==> config.mk <==
export PLATFORM = sky130hd
export DESIGN_NAME = sct_timer
export DESIGN_NICKNAME = d
export VERILOG_FILES = /design/src/design/sct_pkg.sv /design/src/design/sct_timer.sv
export SDC_FILE = /design/constraint.sdc
export NUM_CORES = 1
export LEC_CHECK = 0
export BUFFER_PORTS_ARGS = -buffer_cell sky130_fd_sc_hd__buf_4
export CAP_MARGIN = 20
export CORE_MARGIN = 3
export CORE_UTILIZATION = 61
export DETAILED_ROUTE_END_ITERATION = 12
export PLACE_DENSITY = 0.91
export SETUP_SLACK_MARGIN = 0.1
export SYNTH_ARGS = -nofsm -noshare
export SYNTH_HDL_FRONTEND = slang
export SYNTH_SLANG_ARGS = --single-unit
==> constraint.sdc <==
create_clock -name sys_clk -period 4.88 [get_ports sys_clk]
set_input_delay 0.732 -clock sys_clk [delete_from_list [all_inputs] [get_ports sys_clk]]
set_output_delay 0.732 -clock sys_clk [all_outputs]
set_load 0.005 [all_outputs]
==> src/design/sct_pkg.sv <==
// Package for the six-channel compare/PWM timer block.
// Assumes a classic Wishbone slave port with 32-bit data and byte addresses.
package sct_pkg;

  localparam int ADR_W = 8;
  localparam int DAT_W = 32;
  localparam int SEL_W = 4;
  localparam int CNT_W = 16;
  localparam int CTL_W = 8;
  localparam int NCH   = 6;
  localparam int NPAIR = 3;

  // Register byte offsets
  localparam logic [7:0] OFF_STAT = 8'h00;
  localparam logic [7:0] OFF_MOD  = 8'h04;
  localparam logic [7:0] OFF_CNT  = 8'h08;
  localparam logic [7:0] OFF_CTL0 = 8'h20;
  localparam logic [7:0] OFF_CMP0 = 8'h40;
  localparam logic [7:0] OFF_STEP = 8'h04;

  // Status/control field positions
  localparam int STAT_STOP = 0;
  localparam int STAT_TRST = 1;
  localparam int STAT_OVF  = 7;

  // Channel control field positions
  localparam int CTL_TOV    = 0;
  localparam int CTL_ELS_LO = 1;
  localparam int CTL_ELS_HI = 2;
  localparam int CTL_MSA    = 3;
  localparam int CTL_MSB    = 4;
  localparam int CTL_MAX    = 5;
  localparam int CTL_FLAG   = 7;

  // Reset value and counter step
  localparam logic [15:0] MOD_RST  = 16'hFFFF;
  localparam logic [15:0] CNT_ONE  = 16'h0001;

  typedef enum logic [1:0] {
    ELS_OFF    = 2'b00,
    ELS_TOGGLE = 2'b01,
    ELS_CLEAR  = 2'b10,
    ELS_SET    = 2'b11
  } sct_els_t;

  typedef struct packed {
    logic [15:0]          cnt;
    logic [15:0]          modv;
    logic                 stop;
    logic                 ovf_flag;
    logic [5:0][7:0]      ctl;
    logic [5:0][15:0]     cmp;
    logic [5:0]           pin;
    logic [2:0]           sel;
    logic [2:0]           last;
    logic                 ack;
    logic [31:0]          rdat;
  } sct_state_t;

endpackage

==> src/design/sct_timer.sv <==
// Six-channel 16-bit compare timer with toggle-on-overflow PWM and
// buffered (linked pair) compare for pairs 0/1, 2/3 and 4/5.
// Assumes a classic Wishbone master on sys_clk; the counter runs undivided.
//
// Summary of operation
// - Pair 2/3 link: channel 2 value first
// - Inactive-channel write hands over at overflow
// - Each overflow: last written channel governs
// - Linked: channel 3 ignored, pin released
// - Pair 4/5 link: channel 4 value first
// - Linked: channel 5 ignored, pin released
// - Toggle pin at overflow when enabled, unless a same-cycle compare match wins
// - Counter spans zero through modulo inclusive
// - Clear-on-compare duty equals compare over period count
// - Compare uses only the current value
// - Pair 0/1 link: channel 0 value first
// - Buffered PWM width changes next period
// - Linked: channel 1 ignored, pin released
// - Counter rolls to zero, sets overflow flag
// - Action field: 10 clears, 11 sets
// - Max bit without toggle gives full duty
// - Buffered select outranks unbuffered select

`timescale 1ns/1ps
`default_nettype none

module sct_timer (
  input  wire logic                        sys_clk,
  input  wire logic                        reset,
  input  wire logic                        wb_cyc_i,
  input  wire logic                        wb_stb_i,
  input  wire logic                        wb_we_i,
  input  wire logic [sct_pkg::ADR_W-1:0]   wb_adr_i,
  input  wire logic [sct_pkg::SEL_W-1:0]   wb_sel_i,
  input  wire logic [sct_pkg::DAT_W-1:0]   wb_dat_i,
  output logic      [sct_pkg::DAT_W-1:0]   wb_dat_o,
  output logic                             wb_ack_o,
  output logic      [sct_pkg::NCH-1:0]     chan_pin_o,
  output logic      [sct_pkg::NCH-1:0]     chan_pin_oe
);
  import sct_pkg::*;

  sct_state_t       s;
  sct_state_t       n;
  logic             ovf;
  logic             wr;
  logic [DAT_W-1:0] rd;
  logic [NCH-1:0]   en;
  logic [NCH-1:0]   bufm;
  logic [NCH-1:0]   match;
  logic [5:0][15:0] act;
  logic [15:0]      cnt_nx;

  function automatic logic [15:0] merge16(input logic [15:0] old,
                                          input logic [15:0] d,
                                          input logic [1:0]  be);
    logic [15:0] r;
    r = old;
    if (be[0]) r[7:0] = d[7:0];
    if (be[1]) r[15:8] = d[15:8];
    return r;
  endfunction

  function automatic logic [ADR_W-1:0] ctl_adr(input int i);
    return ADR_W'(OFF_CTL0 + OFF_STEP * i);
  endfunction

  function automatic logic [ADR_W-1:0] cmp_adr(input int i);
    return ADR_W'(OFF_CMP0 + OFF_STEP * i);
  endfunction

  // Overflow is the cycle the counter sits on the modulo value
  assign ovf = !s.stop && (s.cnt == s.modv);
  assign cnt_nx = ovf ? '0 : s.cnt + CNT_ONE;

  for (genvar g = 0; g < NCH; g++) begin : gch
    localparam int  PE  = g - (g % 2);
    localparam bit  ODD = (g % 2) == 1;
    // Only even channels own a link bit; it wins over the plain select
    assign bufm[g] = !ODD && s.ctl[PE][CTL_MSB];
    // Odd partner of a linked pair is dead and its pin goes back to the port
    assign en[g] = !(ODD && s.ctl[PE][CTL_MSB])
                   && (bufm[g] || s.ctl[g][CTL_MSA])
                   && (s.ctl[g][CTL_ELS_HI:CTL_ELS_LO] != ELS_OFF);
    assign act[g] = (bufm[g] && s.sel[PE/2]) ? s.cmp[PE+1] : s.cmp[g];
    // Live register value only; a value jumped over is simply missed
    // Match on the value being entered, so width equals the compare value
    assign match[g] = en[g] && !s.stop && (cnt_nx == act[g]);
    assign chan_pin_oe[g] = en[g];
    assign chan_pin_o[g] = s.pin[g];
  end

  always_comb begin
    n = s;
    rd = '0;
    wr = wb_cyc_i && wb_stb_i && wb_we_i && s.ack;

    // Counter: zero through modulo inclusive
    if (!s.stop) begin
      n.cnt = cnt_nx;
    end

    if (wr && wb_adr_i == OFF_STAT && wb_sel_i[0]) begin
      n.stop = wb_dat_i[STAT_STOP];
      if (wb_dat_i[STAT_TRST]) n.cnt = '0;
      if (wb_dat_i[STAT_OVF]) n.ovf_flag = 1'b0;
    end
    if (wr && wb_adr_i == OFF_MOD) begin
      n.modv = merge16(s.modv, wb_dat_i[15:0], wb_sel_i[1:0]);
    end

    for (int i = 0; i < NCH; i++) begin
      if (wr && wb_adr_i == ctl_adr(i) && wb_sel_i[0]) begin
        n.ctl[i][CTL_MAX:0] = wb_dat_i[CTL_MAX:0];
        if (wb_dat_i[CTL_FLAG]) n.ctl[i][CTL_FLAG] = 1'b0;
      end
      if (wr && wb_adr_i == cmp_adr(i) && (|wb_sel_i[1:0])) begin
        n.cmp[i] = merge16(s.cmp[i], wb_dat_i[15:0], wb_sel_i[1:0]);
        // Remember which half was written last
        n.last[i/2] = (i % 2) == 1;
      end
    end

    // Handover only at overflow, so a write never cuts a period short
    for (int p = 0; p < NPAIR; p++) begin
      if (!s.ctl[2*p][CTL_MSB]) begin
        n.sel[p] = 1'b0;
        n.last[p] = 1'b0;
      end else if (ovf) begin
        n.sel[p] = s.last[p];
      end
    end

    // Hardware set beats a same-cycle software clear
    if (ovf) n.ovf_flag = 1'b1;

    for (int i = 0; i < NCH; i++) begin
      if (en[i]) begin
        if (s.ctl[i][CTL_MAX] && !s.ctl[i][CTL_TOV]) begin
          n.pin[i] = 1'b1;
        end else begin
          if (ovf && s.ctl[i][CTL_TOV]) n.pin[i] = !s.pin[i];
          // Compare action applied after the toggle, so it wins at cnt==mod
          case (sct_els_t'(s.ctl[i][CTL_ELS_HI:CTL_ELS_LO]))
            ELS_TOGGLE: if (match[i]) n.pin[i] = !n.pin[i];
            ELS_CLEAR:  if (match[i]) n.pin[i] = 1'b0;
            ELS_SET:    if (match[i]) n.pin[i] = 1'b1;
            default:    n.pin[i] = n.pin[i];
          endcase
        end
      end
      if (match[i]) n.ctl[i][CTL_FLAG] = 1'b1;
    end

    // Bus: one wait state, ack lasts one cycle
    if (wb_adr_i == OFF_STAT) begin
      rd[STAT_STOP] = s.stop;
      rd[STAT_OVF] = s.ovf_flag;
    end
    if (wb_adr_i == OFF_MOD) rd[15:0] = s.modv;
    if (wb_adr_i == OFF_CNT) rd[15:0] = s.cnt;
    for (int i = 0; i < NCH; i++) begin
      if (wb_adr_i == ctl_adr(i)) rd[CTL_W-1:0] = s.ctl[i];
      if (wb_adr_i == cmp_adr(i)) rd[15:0] = s.cmp[i];
    end
    n.ack = wb_cyc_i && wb_stb_i && !s.ack;
    if (n.ack) n.rdat = rd;
  end

  always_ff @(posedge sys_clk) begin
    if (reset) begin
      s <= '0;
      s.modv <= MOD_RST;
    end else begin
      s <= n;
    end
  end

  assign wb_dat_o = s.rdat;
  assign wb_ack_o = s.ack;
endmodule

`default_nettype wire

**After elaboration in Yosys (flattened, before gate mapping)**

Index checks and enable logic that the tools add are counted.

- Input bits: 49
- Flip-flop bits (word level): 201

- Multiplexer cells: 92
- $add $sub $neg: 1
- Bitwise gates (word level): 3
- Reductions and logical operators: 143
- Equality and inequality tests: 39

Operator list:

| kind | number |
|---|---|
| $mux W16 | 15 |
| $eq A16 B16 Y1 | 7 |
| $logic_and A1 B1 Y1 | 68 |
| $mux W1 | 65 |
| $eq A8 B6 Y1 const B | 6 |
| $eq A8 B7 Y1 const B | 6 |
| $mux W8 | 6 |
| $reduce_bool A2 Y1 | 23 |
| $reduce_and A2 Y1 | 21 |
| $eq A2 B2 Y1 const B | 12 |
| $logic_not A1 Y1 | 23 |
| $pmux W1 S3 | 6 |
| $add A16 B1 Y16 const B | 1 |
| $eq A2 B1 Y1 const B | 6 |
| $eq A8 B3 Y1 const B | 1 |
| $eq A8 B4 Y1 const B | 1 |
| $logic_not A8 Y1 | 1 |
| $reduce_or A2 Y1 | 4 |
| $logic_or A1 B1 Y1 | 3 |
| $not A1 Y1 | 3 |

**Logic depth before layout (Yosys ltp)**

- Depth in word-level cells: 16
- Depth in mapped cells: 15
- Gate-level depth less buffers: 13

**Worst setup path after synthesis**

Ideal clock, no wire load.

- Path type: flip-flop to flip-flop
- Start point: register s[208] (netlist bit)
- End point: register s, in the netlist chan_pin_o[4]
- Library setup time: 0.078 ns
- Period minus slack after synthesis: 3.418 ns
- Stages on the path, launching flop included: 15
- Arrival time: 3.340 ns
- Setup slack: 1.462 ns
- Path buffers: 1
- Path through: dfxtp_1 > ha_1 > buf_2 > nand4_4 > nor2_4 > xnor3_1 > or3_1 > a31oi_1 > o32ai_1 > or4_4 > ha_1 > mux2_2 > a21oi_1 > nor2_1 > nor3_1

- Cells in the longest elaborated chain, start to end: 10

RTL lines:

| what | RTL line | text |
|---|---|---|
| start: declaration | sct_timer.sv:43 | `sct_state_t s;` |
| start signal: assignment | sct_timer.sv:175 | `s <= n;` |
| parallel branches: the longest is 8 deep, another holds $add A16 B1 Y16 | n/a |  |
| $pmux W1 S3 * | sct_timer.sv:144 | `case (sct_els_t'(s.ctl[i][CTL_ELS_HI:CTL_ELS_LO]))` |
| $mux W1 * | sct_timer.sv:139 | `if (s.ctl[i][CTL_MAX] && !s.ctl[i][CTL_TOV]) begin` |

Mark *: on every way between the ends. The select of a mux whose other input is x is not followed.
A chain may end at the register's enable or synchronous reset.

**Final worst setup path**

- Start point: register s[210] (netlist bit)
- End point: register s, in the netlist chan_pin_o[3]

Same word-level chain as after synthesis.

==> run metrics <==
Fin Setup TNS 0 ps; library cells used by synthesis 85; Initial DRC Count 1946; Fin. Hold Viols 0; Die X 151 um; hold buffers post-CTS 0; status finished, final reports clean; slowest CP cell dfxtp_1; I/O pins 94; Buf+Inv Stages, Crit Path 1; share of layout cells above drive strength 1 12.1%; Req. time, crit path 5350 ps; worst hold path type reg -> reg; Initial Util 62.5%; post-place setup slack 730 ps; Seq/Total Area, Yosys 31.5%; arrival time at the worst endpoint 4830 ps; GR Util met1 53.2%; Pwr Density 257 mW/mm^2; critical path depth 13; die area 0.0227 mm^2; Post-synth ARST share 0%; Post-Syn Area 0.0128 mm^2; FMAX 0.229 GHz; initial antenna violation count 0; Post-Synthesis Cells 1678; gpl congestion 1.07; detailed-router iteration count before antenna repair 10; GRT overflow 0; Antenna Nets Post-Route 0; vias in the first global route 12400; CTS root buf clkbuf_16; Period Utilization, post-route 89.4%; Core Box Area 0.0204 mm^2; MaxCap Viol Count 0; crit-path leading delay family simple AND/OR/NAND/NOR gates; most common cell after layout, fill and taps aside nand2_1; IR Drop Worst-Case VDD 276 uV; FF+latch count, synth 201; critical path fanouts, max 9; synthesis warning total 0; hpwl dp 33200 um; total track usage 39.9%; Resized cells post-CTS 0; maximum root-to-sink buffer count 3; Setup Buffers After CTS 0; Post-synth EDFFs 0; crit path cell chain xor2_1 > nor4_1 > and3_1 > nand2_1 > buf_4 > a211oi_1 > a2bb2oi_1 > nand4_1 > ha_1 > mux2_2 > a21oi_1 > nor3_1 > nor3_1; Critical Path Start Type flip-flop; CTS tree built; # diodes 0; Vias 13700; crit end category flip-flop; Top Usage Layer GRT met2; min Tclk post-route 4360 ps; cts bufs inserted 22; Worst-Skew Late Latency 540 ps; post-route cell area 0.0140 mm^2; Area Growth Syn to Fin 9.61%; Setup WS post-layout 520 ps; port bufs 59; Synth Flop Type dfxtp_1; most frequent cells in the layout 330 x nand2_1, 201 x dfxtp_1, 200 x a21oi_1, 112 x buf_4, 97 x nand3_1; top post-synthesis cells by area dfxtp_1 31%, nand2_1 9.7%, a21oi_1 7.8%; Setup Viol. Count Final 0; first-pass GRT wire length 70500 um; most frequent CP cell nor3_1; H-tree depth 1; area fraction of the dominant cell type after synthesis 31.5%; leak pwr 5.08 nW; Filler cells 1706; DRC errors left 0; Sink Count 201; CP peak stage delay 580 ps; drt total wl 47000 um; Die Ht 151 um; wire length per cell after detailed routing 24.0 um; unrepaired setup endpoints after global routing false; largest net degree at the start of global routing 115; Placed Area 0.0133 mm^2; cell taking the most area after synthesis dfxtp_1; Avg Inst Size Synth 7.61 um^2; Hold Path Stages 2; Slew Viols, Final 0; relative max-transition margin 26.1%; worst reg2reg path depth 13; GRT met2 Usage 59.7%; final net count 1733; Vias/cell 7.03; CP Class reg -> reg; clock skew 33.1 ps; Worst-Margin Slew 1110 ps; met3 GRT Util 7.34%; clock slew at reported path FFs 70 ps; Std-Cell Rows 52
power breakdown:
part / internal [mW] / switching, mW / total [mW]
combinational: 0.0667 / 0.145 / 0.211
sequential: 1.65 / 0.00824 / 1.65
clock: 1.00 / 0.729 / 1.73
total: 2.71 / 0.882 / 3.60
worst min-delay path, stage by stage, from the launching register on:
cell and delay (ps):
dfxtp_1 310, nand2_1 50, a21oi_1 50
cell families after synthesis:
| group | after synthesis | share of synthesized area [%] |
|---|---|---|
| xor+xnor | 72 | 6.11 |
| mux | 59 | 4.75 |
| flops | 201 | 31.5 |
| buf+inv | 185 | 7.16 |
| simple gates | 714 | 27.0 |
| other cells | 1 | 0.0294 |
| fa+ha+maj | 13 | 1.27 |
| compound gates | 433 | 22.2 |
synthesized netlist by cell type, drive strengths merged, types with 9 or more instances:
| cell type | n |
|---|---|
| nand2 | 332 |
| a21oi | 202 |
| dfxtp | 201 |
| nor2 | 103 |
| nand3 | 98 |
| clkbuf | 85 |
| buf | 75 |
| mux2i | 46 |
| nor3 | 39 |
| xnor2 | 37 |
| o21ai | 32 |
| nor4 | 29 |
| o22ai | 28 |
| xor2 | 28 |
| inv | 24 |
| nand3b | 23 |
| a221oi | 22 |
| nand4 | 19 |
| a22oi | 14 |
| a31oi | 14 |
| a222oi | 13 |
| ha | 13 |
| mux2 | 13 |
| a221o | 12 |
| a32oi | 12 |
| o221ai | 12 |
| a211oi | 10 |
| nand2b | 9 |
| nor3b | 9 |
| or3 | 9 |
per-layer routing:
metal | wire length, um | up-vias
met5 | 0 | -
met4 | 3440 | 0
met3 | 5900 | 254
met2 | 20300 | 1102
met1 | 17400 | 6378
li1 | - | 6005
sequential cells by signal, summed over array words and instances (netlist names):
signal      cells
bufm            3
wb_dat_o       16
act            48
s             127
chan_pin_o      6
wb_ack_o        1
worst paths after layout:
kind,startpoint,to,slack [ps]
setup reg to reg,s[210]$_SDFF_PP0_,chan_pin_o[3]$_SDFFE_PP0P_,520
hold reg to reg,s[33]$_SDFFE_PP0P_,s[36]$_SDFFE_PP0P_,450
setup / recovery,s[210]$_SDFF_PP0_,chan_pin_o[3]$_SDFFE_PP0P_,520
hold / removal,s[33]$_SDFFE_PP0P_,s[36]$_SDFFE_PP0P_,450
layout make-up:
cell class,count,area (um^2),area share [%]
inverters,25,93.8,0.670
clock inverters,10,140,1.00
well taps,270,338,2.41
clock buffers,27,609,4.35
multi-input cells,1307,7920,56.5
flip-flops and latches,201,4020,28.7
repair buffers,114,881,6.29
through the flow:
| stage | cells | hold slack (ps) | util [%] | total power [mW] |
|---|---|---|---|---|
| 2_1_floorplan | 1693 | 427 | - | 1.82 |
| 3_3_place_gp | 1917 | 431 | 64.9 | 1.89 |
| 3_5_place_dp | 1917 | 441 | 64.9 | 1.89 |
| 4_1_cts | 1954 | 450 | 68.5 | 3.59 |
| 5_1_grt | 1954 | 465 | 68.5 | 3.68 |
| 6_report | 1954 | 452 | 68.5 | 3.60 |
Note: power is estimated with default switching activity, not from simulation.
